--- config.mk ---
export PLATFORM = sky130hd
export DESIGN_NAME = dwti_core
export DESIGN_NICKNAME = d
export VERILOG_FILES = /design/src/verilog/dwti_pkg.sv /design/src/verilog/dwti_core.sv
export SDC_FILE = /design/constraint.sdc
export NUM_CORES = 1
export LEC_CHECK = 0
export BUFFER_PORTS_ARGS = -buffer_cell sky130_fd_sc_hd__clkbuf_2
export CAP_MARGIN = 0
export CORE_MARGIN = 8
export CORE_UTILIZATION = 35
export CTS_CLUSTER_SIZE = 14
export DETAILED_ROUTE_END_ITERATION = 12
export PLACE_DENSITY_LB_ADDON = 0.15
export SLEW_MARGIN = 20
export SYNTH_ARGS = -nofsm -noshare
export SYNTH_HDL_FRONTEND = slang
export SYNTH_SLANG_ARGS = --single-unit
export TNS_END_PERCENT = 30
--- constraint.sdc ---
create_clock -name clock -period 2 [get_ports clock]
set_input_delay 0.2 -clock clock [delete_from_list [all_inputs] [get_ports clock]]
set_output_delay 0.2 -clock clock [all_outputs]
set_load 0.01 [all_outputs]
--- src/verilog/dwti_pkg.sv ---
// Shared constants and types for the word transfer DMA interface.
// Assumes one 40 MHz clock; all user and bus inputs are synchronous to it.
`default_nettype none
package dwti_pkg;
    // ----------------------------------------
    // Register offsets (byte addresses)
    // ----------------------------------------
    localparam logic [2:0] OFF_COUNT = 3'h0;
    localparam logic [2:0] OFF_POINTER = 3'h2;
    localparam logic [2:0] OFF_CSR = 3'h4;
    localparam logic [2:0] OFF_DATA = 3'h6;
    // ----------------------------------------
    // Control register field positions
    // ----------------------------------------
    localparam int B_GO = 0;
    localparam int B_FN_LO = 1;
    localparam int B_XAD_LO = 4;
    localparam int B_IE = 6;
    localparam int B_CYCLE = 8;
    localparam int B_DIAG = 12;
    localparam int B_NEX = 14;
    // ----------------------------------------
    // Reset values and timing
    // ----------------------------------------
    localparam logic [15:0] RST_COUNT = 16'h0000;
    localparam logic [14:0] RST_POINTER = 15'h0000;
    localparam logic [5:0] RST_UPPER = 6'h00;
    localparam logic [2:0] RST_FN = 3'h0;
    localparam logic [1:0] RST_XAD = 2'h0;
    localparam int CLK_MHZ = 40;
    localparam int NOREPLY_US = 20;
    localparam int NOREPLY_CYC = NOREPLY_US * CLK_MHZ;
    localparam logic [9:0] NOREPLY_LAST = 10'(NOREPLY_CYC - 1);
    localparam logic [1:0] BURST_LAST = 2'h3;
    // ----------------------------------------
    // Cycle kinds chosen by the user control lines
    // ----------------------------------------
    localparam logic [1:0] FN_READ = 2'h0;
    localparam logic [1:0] FN_RMW = 2'h1;
    localparam logic [1:0] FN_WRITE = 2'h2;
    localparam logic [1:0] FN_WRITEB = 2'h3;

    typedef enum logic [2:0] {
        ST_IDLE = 3'b000,
        ST_REQ = 3'b001,
        ST_XFER = 3'b011,
        ST_END = 3'b010,
        ST_RMW = 3'b110
    } dwti_state_t;

    typedef struct packed {
        logic [1:0] fn;
        logic count_step_enable;
        logic pointer_step_enable;
        logic byte_select_line;
        logic single;
    } dwti_uctl_t;
endpackage
`default_nettype wire

--- src/verilog/dwti_core.sv ---
// Register file, DMA sequencer and interrupt request of the word transfer interface.
// Assumes a synchronous register port, a simple master port and an ack-style interrupt.
//
// Contract
// - With burst jumper, release and re-request the bus after every four words.
// - Count register holds negative count; steps by one per cycle when enabled.
// - Count reaching zero sets ready at cycle end and may interrupt.
// - Pointer holds word address, steps by two per word when enabled.
// - In narrow mode pointer overflow increments the two control register address bits.
// - In wide mode pointer overflow increments the upper pointer register.
// - In wide mode pointer and upper pointer alternate on one address.
// - In wide mode pointer access sets a select flag; next access or other register clears it.
// - Upper pointer reads always show one in bit 15.
// - Data buffers share an address and take bytes, as does the control register; count and pointer word only.
// - Bit 6 enables interrupts on ready or error becoming set; reset clears.
// - With independent interrupts, user alert requests an interrupt regardless of ready.
// - No reply within 20 us sets bit 14; writing zero clears it.
// - Write half of read-modify-write missing for 20 us sets bit 14.
// - Bit 15 is OR of bits 14 and 13 and forces ready.
// - Bit 13 mirrors user alert; only the user clears it.
// - Start bit reads zero; writing one clears ready and permits transfers.
// - Bits 1 to 3 are user function outputs, cleared by reset.
// - Bits 4 and 5 are address bits, read-only in wide mode.
// - Ready set by reset, count overflow and error; cleared by start.
// - Bit 8 primes a cycle; set by user request or software.
// - Bits 9 to 11 mirror the user status inputs.
// - Input data and user controls latched as busy falls.
// - Interrupt acknowledge returns the vector with reply and drops the request.
// - Enabling interrupts without start gives no interrupt.
`default_nettype none
module dwti_core
    import dwti_pkg::*;
#(
    // Arbitrary vector value
    parameter logic [15:0] IRQ_VECTOR = 16'h0080
) (
    // Clock and reset
    input wire logic clock,
    input wire logic rstn,
    // Register port
    input wire logic [2:0] reg_addr,
    input wire logic reg_rd,
    input wire logic reg_wr,
    input wire logic [1:0] reg_be,
    input wire logic [15:0] reg_wdata,
    output logic [15:0] reg_rdata,
    output logic reg_reply,
    // Interrupt
    output logic bus_irq_request,
    input wire logic irq_ack,
    // Bus master
    output logic m_req,
    input wire logic m_grant,
    output logic m_master,
    output logic [21:0] m_addr,
    output logic m_rd,
    output logic m_wr,
    output logic m_byte,
    output logic [15:0] m_wdata,
    input wire logic [15:0] m_rdata,
    input wire logic m_reply,
    // User device
    input wire logic cycle_request,
    input wire dwti_uctl_t uctl,
    input wire logic [15:0] user_in_data,
    output logic [15:0] user_out_data,
    output logic busy_n,
    output logic ready,
    output logic [2:0] user_function_bits,
    input wire logic [2:0] user_status_input,
    input wire logic user_alert,
    // Jumpers
    input wire logic four_word_burst_jumper,
    input wire logic wide_address_mode,
    input wire logic indep_irq_jumper
);
    // ----------------------------------------
    // State
    // ----------------------------------------
    dwti_state_t state_reg;
    dwti_uctl_t uctl_reg;
    logic [15:0] count_reg;
    logic [14:0] pointer_reg;
    logic [5:0] upper_reg;
    logic [2:0] fn_reg;
    logic [1:0] xad_reg;
    logic ie_reg, ready_reg, cycle_reg, diag_reg, nex_reg;
    logic upper_sel_reg, rmw_half_reg, pending_reg;
    logic ready_q_reg, err_q_reg, alert_q_reg;
    logic [15:0] in_buf_reg, out_buf_reg, rdata_reg;
    logic reply_reg;
    logic [9:0] timer_reg;
    logic [1:0] burst_reg;

    logic access, to_upper, sw_count, sw_ptr, sw_upper, sw_csr_lo, sw_csr_hi;
    logic error, ready_rd, start, step, count_ovf, ptr_ovf, timeout, go_on;
    logic irq_event;
    logic [15:0] csr_rd, rd_mux;

    assign access = reg_rd | reg_wr;
    assign to_upper = wide_address_mode && upper_sel_reg && reg_addr[2:1] == OFF_POINTER[2:1];
    assign sw_count = reg_wr && reg_be == 2'h3 && reg_addr[2:1] == OFF_COUNT[2:1];
    assign sw_ptr = reg_wr && reg_be == 2'h3 && reg_addr[2:1] == OFF_POINTER[2:1] && !to_upper;
    assign sw_upper = reg_wr && reg_be == 2'h3 && to_upper;
    assign sw_csr_lo = reg_wr && reg_be[0] && reg_addr[2:1] == OFF_CSR[2:1];
    assign sw_csr_hi = reg_wr && reg_be[1] && reg_addr[2:1] == OFF_CSR[2:1];

    assign error = nex_reg | user_alert;
    assign ready_rd = ready_reg | error;
    assign ready = ready_rd;
    assign start = state_reg == ST_IDLE && cycle_reg && !ready_rd;
    assign step = state_reg == ST_END;
    assign count_ovf = step && uctl_reg.count_step_enable && count_reg == 16'hffff;
    assign ptr_ovf = step && uctl_reg.pointer_step_enable && pointer_reg == 15'h7fff;
    assign timeout = timer_reg == NOREPLY_LAST;
    assign go_on = !uctl_reg.single && !count_ovf && !error;

    // ----------------------------------------
    // Bus master outputs
    // ----------------------------------------
    // byte select from the user
    assign m_addr = wide_address_mode ?
        {upper_reg, pointer_reg, uctl_reg.byte_select_line} :
        {4'h0, xad_reg, pointer_reg, uctl_reg.byte_select_line};
    assign m_req = state_reg == ST_REQ;
    assign m_master = state_reg == ST_XFER || state_reg == ST_RMW || state_reg == ST_END;
    assign m_rd = state_reg == ST_XFER &&
        (uctl_reg.fn == FN_READ || (uctl_reg.fn == FN_RMW && !rmw_half_reg));
    assign m_wr = state_reg == ST_XFER && !m_rd;
    assign m_byte = uctl_reg.fn == FN_WRITEB;
    assign m_wdata = in_buf_reg;
    assign busy_n = state_reg == ST_IDLE;
    assign user_out_data = out_buf_reg;
    assign user_function_bits = fn_reg;
    assign bus_irq_request = pending_reg;
    assign reg_rdata = rdata_reg;
    assign reg_reply = reply_reg;

    // ----------------------------------------
    // Sequencer
    // ----------------------------------------
    always_ff @(posedge clock) begin
        if (!rstn) begin
            state_reg <= ST_IDLE;
            rmw_half_reg <= 1'b0;
            burst_reg <= 2'h0;
        end else begin
            unique case (state_reg)
                ST_IDLE: begin
                    rmw_half_reg <= 1'b0;
                    burst_reg <= 2'h0;
                    if (start) begin
                        state_reg <= ST_REQ;
                    end
                end
                ST_REQ: begin
                    burst_reg <= 2'h0;
                    if (m_grant) begin
                        state_reg <= ST_XFER;
                    end
                end
                ST_XFER: begin
                    if (m_reply) begin
                        state_reg <= (m_rd && uctl_reg.fn == FN_RMW) ? ST_RMW : ST_END;
                    end else if (timeout) begin
                        state_reg <= ST_END;
                    end
                end
                ST_RMW: begin
                    // write half must follow in time
                    if (cycle_request) begin
                        rmw_half_reg <= 1'b1;
                        state_reg <= ST_XFER;
                    end else if (timeout) begin
                        state_reg <= ST_END;
                    end
                end
                ST_END: begin
                    rmw_half_reg <= 1'b0;
                    burst_reg <= burst_reg + 2'h1;
                    if (!go_on) begin
                        state_reg <= ST_IDLE;
                    end else if (four_word_burst_jumper && burst_reg == BURST_LAST) begin
                        state_reg <= ST_REQ;
                    end else begin
                        state_reg <= ST_XFER;
                    end
                end
                default: state_reg <= ST_IDLE;
            endcase
        end
    end

    // Reply watchdog, restarted on every state change
    always_ff @(posedge clock) begin
        if (!rstn || (state_reg != ST_XFER && state_reg != ST_RMW)) begin
            timer_reg <= 10'h000;
        end else if ((state_reg == ST_XFER && m_reply) || (state_reg == ST_RMW && cycle_request)
                     || timeout) begin
            timer_reg <= 10'h000;
        end else begin
            timer_reg <= timer_reg + 10'h001;
        end
    end

    // latch data and controls as busy falls
    always_ff @(posedge clock) begin
        if (!rstn) begin
            uctl_reg <= '0;
            in_buf_reg <= 16'h0000;
        end else if (start || (state_reg == ST_RMW && cycle_request)) begin
            uctl_reg <= uctl;
            in_buf_reg <= user_in_data;
        end
    end

    always_ff @(posedge clock) begin
        if (!rstn) begin
            out_buf_reg <= 16'h0000;
        end else if (m_rd && m_reply) begin
            out_buf_reg <= m_rdata;
        end else if (reg_wr && reg_addr[2:1] == OFF_DATA[2:1]) begin
            // byte lanes on the outbound buffer
            if (reg_be[0]) out_buf_reg[7:0] <= reg_wdata[7:0];
            if (reg_be[1]) out_buf_reg[15:8] <= reg_wdata[15:8];
        end
    end

    // ----------------------------------------
    // Count, pointer and upper address
    // ----------------------------------------
    always_ff @(posedge clock) begin
        if (!rstn) begin
            count_reg <= RST_COUNT;
        end else if (sw_count) begin
            count_reg <= reg_wdata;
        end else if (step && uctl_reg.count_step_enable) begin
            count_reg <= count_reg + 16'h0001;
        end
    end

    always_ff @(posedge clock) begin
        if (!rstn) begin
            pointer_reg <= RST_POINTER;
        end else if (sw_ptr) begin
            pointer_reg <= reg_wdata[15:1];
        end else if (step && uctl_reg.pointer_step_enable) begin
            pointer_reg <= pointer_reg + 15'h0001;
        end
    end

    always_ff @(posedge clock) begin
        if (!rstn) begin
            upper_reg <= RST_UPPER;
        end else if (sw_upper) begin
            upper_reg <= reg_wdata[5:0];
        end else if (ptr_ovf && wide_address_mode) begin
            upper_reg <= upper_reg + 6'h01;
        end
    end

    always_ff @(posedge clock) begin
        if (!rstn) begin
            xad_reg <= RST_XAD;
        // carry into the control register bits
        end else if (ptr_ovf && !wide_address_mode) begin
            xad_reg <= xad_reg + 2'h1;
        end else if (sw_csr_lo && !wide_address_mode) begin
            xad_reg <= reg_wdata[B_XAD_LO +: 2];
        end
    end

    always_ff @(posedge clock) begin
        if (!rstn) begin
            upper_sel_reg <= 1'b0;
        end else if (access) begin
            upper_sel_reg <= wide_address_mode && reg_addr[2:1] == OFF_POINTER[2:1]
                && !upper_sel_reg;
        end
    end

    // ----------------------------------------
    // Control register bits
    // ----------------------------------------
    always_ff @(posedge clock) begin
        if (!rstn) begin
            fn_reg <= RST_FN;
            ie_reg <= 1'b0;
            diag_reg <= 1'b0;
        end else begin
            if (sw_csr_lo) fn_reg <= reg_wdata[B_FN_LO +: 3];
            if (sw_csr_lo) ie_reg <= reg_wdata[B_IE];
            if (sw_csr_hi) diag_reg <= reg_wdata[B_DIAG];
        end
    end

    always_ff @(posedge clock) begin
        if (!rstn) begin
            ready_reg <= 1'b1;
        end else if (count_ovf || error) begin
            ready_reg <= 1'b1;
        end else if (sw_csr_lo && reg_wdata[B_GO]) begin
            ready_reg <= 1'b0;
        end
    end

    always_ff @(posedge clock) begin
        if (!rstn) begin
            nex_reg <= 1'b0;
        end else if (timeout) begin
            nex_reg <= 1'b1;
        end else if (sw_csr_hi && !reg_wdata[B_NEX]) begin
            nex_reg <= 1'b0;
        end
    end

    always_ff @(posedge clock) begin
        if (!rstn) begin
            cycle_reg <= 1'b0;
        end else if (cycle_request || (sw_csr_hi && reg_wdata[B_CYCLE])) begin
            cycle_reg <= 1'b1;
        end else if (start) begin
            cycle_reg <= 1'b0;
        end
    end

    // ----------------------------------------
    // Interrupt request
    // ----------------------------------------
    // only rising conditions request; enable alone does not
    assign irq_event = ie_reg && ((ready_rd && !ready_q_reg) || (error && !err_q_reg)
        || (indep_irq_jumper && user_alert && !alert_q_reg));

    always_ff @(posedge clock) begin
        if (!rstn) begin
            ready_q_reg <= 1'b1;
            err_q_reg <= 1'b0;
            alert_q_reg <= 1'b0;
        end else begin
            ready_q_reg <= ready_rd;
            err_q_reg <= error;
            alert_q_reg <= user_alert;
        end
    end

    always_ff @(posedge clock) begin
        if (!rstn) begin
            pending_reg <= 1'b0;
        end else if (irq_event) begin
            pending_reg <= 1'b1;
        end else if (irq_ack) begin
            pending_reg <= 1'b0;
        end
    end

    // ----------------------------------------
    // Read data and reply
    // ----------------------------------------
    // live status bits, start reads zero
    assign csr_rd = {error, nex_reg, user_alert, diag_reg, user_status_input, cycle_reg,
                     ready_rd, ie_reg, xad_reg, fn_reg, 1'b0};

    always_comb begin
        unique case (reg_addr[2:1])
            OFF_COUNT[2:1]: rd_mux = count_reg;
            // upper reads one in bit 15
            OFF_POINTER[2:1]: rd_mux = to_upper ? {1'b1, 9'h000, upper_reg} : {pointer_reg, 1'b0};
            OFF_CSR[2:1]: rd_mux = csr_rd;
            OFF_DATA[2:1]: rd_mux = in_buf_reg;
        endcase
    end

    always_ff @(posedge clock) begin
        if (!rstn) begin
            rdata_reg <= 16'h0000;
            reply_reg <= 1'b0;
        end else begin
            reply_reg <= access || irq_ack;
            if (irq_ack) rdata_reg <= IRQ_VECTOR;
            else if (reg_rd) rdata_reg <= rd_mux;
        end
    end
endmodule
`default_nettype wire

Word-level counts from Yosys, hierarchy flattened

Index checks and enable logic that the tools add are counted.

Add/subtract/negate cells: 6
Equality and inequality tests: 19
Muxes and demuxes: 35
Bitwise operators: 4
Reduce and logical (&&, ||, !) cells: 93

Operator list:

| kind                                           | count |
|---|---|
| 2-to-1 mux 16 bit                              | 5 |
| one-hot mux 16 bit (4 select lines)            | 1 |
| logical AND 1 bit                              | 42 |
| 2-to-1 mux 8 bit                               | 4 |
| 2-to-1 mux 15 bit                              | 2 |
| nonzero test 2 bit                             | 13 |
| 2-to-1 mux 22 bit                              | 1 |
| 2-to-1 mux 3 bit                               | 6 |
| adder 16 x 1 -> 16 bit (second input constant) | 1 |
| equality test 16 bit (second input constant)   | 1 |
| adder 15 x 1 -> 15 bit (second input constant) | 1 |
| equality test 15 bit (second input constant)   | 1 |
| one-hot mux 3 bit (5 select lines)             | 1 |
| zero test 1 bit                                | 14 |
| logical OR 1 bit                               | 12 |
| 2-to-1 mux 6 bit                               | 2 |
| adder 10 x 1 -> 10 bit (second input constant) | 1 |
| equality test 10 bit (second input constant)   | 1 |
| equality test 2 bit (second input constant)    | 5 |
| OR reduction 2 bit                             | 5 |
| 2-to-1 mux 2 bit                               | 4 |
| AND reduction 2 bit                            | 4 |
| 2-to-1 mux 1 bit                               | 7 |
| adder 6 x 1 -> 6 bit (second input constant)   | 1 |
| other kinds (15)                               | 22 |

Flip-flop bits (word level): 123
Input bits: 74
Output and inout bits: 82
Logic and storage cells: 187

Logic depth before layout (Yosys ltp)

Word-level depth: 8
Depth in mapped cells: 7
Gate-level depth less buffers: 6

Least setup slack after synthesis

Ideal clock, no wire load.

Path kind: reg-to-reg
Start: register nex_reg
End: register in_buf_reg[10], in the netlist m_wdata[10]
Setup time: 116 ps
Arrival time: 1746 ps
Required time: 1884 ps
Setup slack: 138 ps
Cell stages (with the launch flop): 8
Path buffers: 1
Period minus slack after synthesis: 1862 ps
Path through: dfxtp_1 -> nor3_4 -> inv_2 -> or4_4 -> a21oi_4 -> buf_12 -> mux2i_1 -> nor2b_1

Longest elaborated chain between the ends: 5

RTL lines:

| element                | line             | source |
|---|---|---|
| from (decl)            | dwti_core.sv:87  | `logic ie_reg, ready_reg, cycle_reg, diag_reg, nex_reg;` |
| from (signal assigned) | dwti_core.sv:309 | `nex_reg <= 1'b0;` |
| from (signal assigned) | dwti_core.sv:311 | `nex_reg <= 1'b1;` |
| from (signal assigned) | dwti_core.sv:313 | `nex_reg <= 1'b0;` |
| OR 1 bit               | dwti_core.sv:108 | `assign error = nex_reg \| user_alert;` |
| OR 1 bit               | dwti_core.sv:109 | `assign ready_rd = ready_reg \| error;` |
| via ready              | dwti_core.sv:68  | `output logic ready,` |
| zero test 1 bit        | dwti_core.sv:111 | `assign start = state_reg == ST_IDLE && cycle_reg && !ready_rd;` |
| logical AND 1 bit      | dwti_core.sv:111 |  |
| logical OR 1 bit       | dwti_core.sv:211 | `end else if (start \|\| (state_reg == ST_RMW && cycle_request)) begin` |
| to (signal assigned)   | dwti_core.sv:213 | `in_buf_reg <= user_in_data;` |
| to (decl)              | dwti_core.sv:90  | `logic [15:0] in_buf_reg, out_buf_reg, rdata_reg;` |

The timed path passes the listed nets, and every way through them passes these cells.
A chain may end at the register's enable or synchronous reset.

Worst setup path after layout

Start: register ready_reg
End: register in_buf_reg[3], in the netlist m_wdata[3]

Longest elaborated chain between the ends: 4

RTL lines:

| element                | line             | source |
|---|---|---|
| from (decl)            | dwti_core.sv:87  |  |
| from (signal assigned) | dwti_core.sv:299 | `ready_reg <= 1'b1;` |
| from (signal assigned) | dwti_core.sv:301 | `ready_reg <= 1'b1;` |
| from (signal assigned) | dwti_core.sv:303 | `ready_reg <= 1'b0;` |
| OR 1 bit               | dwti_core.sv:109 |  |
| zero test 1 bit        | dwti_core.sv:111 |  |
| logical AND 1 bit      | dwti_core.sv:111 |  |
| logical OR 1 bit       | dwti_core.sv:211 |  |

Every way passes these cells.

==> results.cfg <==
[placed_design]
gp_congestion = 0.8925
dp_hpwl_um = 15460
post_dp_cell_area_sq_mm = 0.007365
io_buffers = 154

[clock_tree]
cts.sinks = 123
clock-root-buffer = clkbuf_16
hold_buffers = 0
cts_tree = done
post_cts_resized = 0
clock_latency_ps = 420
tritoncts.num_buffers = 17
cts_buffer_depth = 2
clkTransAtPathRegs_ps = 60
cts_setup_buffers = 0
htreeDepth = 4

[timing]
tns_ps = 0
slew_violations = 0
slew_headroom_pct = 56.70
rsz0062_at_grt = no
worst_pin_slew_ps = 649.6
fmax_ghz = 0.5402
skew_ps = 9.302
fin_crit_sh_pct = 92.55
setup-violations-final = 0
finalHoldViolCount = 0
final.min_clock_period_ps = 1851

[flow_run]
drv_cap = 0

[yosys]
ys_async_sr_fraction_pct = 0
synth-edff-count = 0
synth_area_sq_mm = 0.006147
synth.distinct_cells = 58
synth.net_count = 788
synth_top_area_cell = dfxtp_1
avgSynthCellArea_sq_um = 8.670
yosysMostFrequentCell = dfxtp_1
synthFlopType = dfxtp_1
yosysSeqAreaShare_pct = 40.06
synth-seq-cells = 123
yosysWarnings = 0
synth_commonest_cells = 123 x dfxtp_1, 75 x nand2_1, 67 x a21oi_1
syn_inst = 709
netlist.area_leader.share_pct = 40.06
ys_top_cells_by_area = dfxtp_1 40%, mux2i_1 6.4%, a21oi_1 5.5%

[setup_path]
path_cells = nor3_4 > inv_2 > or4_4 > a21oi_4 > buf_12 > mux2i_1 > nor2b_1
path_class = flip-flop to flip-flop
startpoint_type = flip-flop
r2r_end = m_wdata[3]
critical_path.endpoint_type = flip-flop
crit_family = simple AND/OR/NAND/NOR gates
rrSetupSlack_ps = 150
rr_startpoint = ready_reg
crit_fanout = 21
worst_path_max_delay_cell = or4_4
required_ps = 2320
rr_worst_depth = 7
arrival_ps = 2170
crit_path_max_incr_delay_ps = 430
startpoint = ready_reg
timing.critical_path.buf_inv = 2

[die]
die_h_um = 148.5
start_util_pct = 35.66
die_x_um = 148.5
core_sq_mm = 0.01724
top_level_ports = 156
rows = 48
dieArea_sq_mm = 0.02206

[routing]
first_pass_iters = 4
drt_iter0_drc = 390
num_vias = 5759
wire_per_inst_um = 18.21
totalWireLength_um = 20380
drc_errors = 0
viasPerCell = 5.147
ant_nets = 0

[min_path]
hold_end = user_out_data[13]
worstHoldStart = m_rdata[13]
hold_path_class = primary input to flip-flop
hold_depth = 2

[cells_and_area]
seqCellArea_sq_mm = 0.002462
fill_cells = 1688
design_area_sq_mm = 0.007951
final_nets = 961
n_antenna_cell = 0
multi_input_area_sq_mm = 0.003411
syn2layout_area_growth_pct = 29.35
drive_gt1_share_pct = 26.96

[global_routing]
grt_pass1_wl_um = 31650
gr-total-overflow = 0
track_usage_pct = 18.63
grt_pass1_vias = 5605
antenna_found_initial = 0
grt_max_degree = 63

[power_and_ir_drop]
ir_worst_vdd_v = 0.0005660
powerDensity_mw_per_mm2 = 758.0
p_leak_nw = 3.569

[outcome]
outcome = complete, no violations
[stage by stage]
stage	hold WS [ps]	setup WS, ps	cells	utilization [%]	power, mW
after global placement	433.3	192.4	1088	42.73	3.015
after floorplan	302.5	138.4	709	-	2.793
after CTS	5.691	136.3	1119	46.13	6.090
after global routing	1.776	25.75	1119	46.13	6.248
final	14.39	149.0	1119	46.13	6.027
after detailed placement	444.5	152.0	1088	42.73	3.017
[kinds of logic after synthesis]
logic type	synth area share (%)
simple gates	21.74
xor+xnor	5.984
buf+inv	4.539
mux	7.144
flops	40.06
fa+ha+maj	1.018
compound gates	19.52
[metal layers]
layer / global-route usage [%] / vias up / wire length (um)
li1: - / 2882 / -
met1: 23.49 / 2703 / 9266
met2: 29.39 / 154 / 9345
met3: 5.713 / 20 / 1347
met4: 6.629 / 0 / 423
met5: 0 / - / 0
[layout by cell type (no fill, tap or decap), types with 3 or more instances in the layout]
master        n
a211oi_1      3
a21boi_0      7
a21oi_1      67
a221o_1       8
and2_1       10
and3_1        7
and4_1        7
buf_12        3
buf_4        43
clkbuf_16    17
clkbuf_2    154
clkbuf_8      3
clkinv_2      4
clkinvlp_4    3
dfxtp_1     123
ha_1          5
inv_1        14
mux2i_1      39
nand2_1      75
nand2b_1     19
nand3_1      29
nand4_1      17
nor2_1       33
nor2b_1      31
nor3_1        8
nor3b_1       3
nor4_1        4
o211a_1      26
o211ai_1     11
o21ai_0      36
o221ai_1      5
xnor2_1      17
xor2_1       25
[area by class of cell]
cell class | count | area share (%)
Timing Repair Buffer | 200 | 14.51
Inverter | 15 | 0.7081
Multi-Input combinational cell | 525 | 42.90
Clock inverter | 11 | 1.511
Clock buffer | 20 | 5.869
Sequential cell | 123 | 30.97
Tap cell | 225 | 3.541
[power breakdown]
| part | switching (mW) | internal, mW | leakage [nW] |
|---|---|---|---|
| clock | 1.15 | 1.92 | 0.284 |
| sequential | 0.0285 | 2.49 | 0.995 |
| combinational | 0.260 | 0.185 | 2.29 |
| total | 1.43 | 4.59 | 3.57 |
[how the worst max path moves through the flow]
stage	end	depth (start not counted)	slack, ps
after floorplan	m_wdata[10]	7	140
after global placement	m_wdata[6]	7	190
after detailed placement	m_wdata[14]	7	150
after CTS	m_wdata[3]	7	140
after global routing	m_wdata[2]	7	30
final	m_wdata[3]	7	150
(Power assumes the default switching activity.)
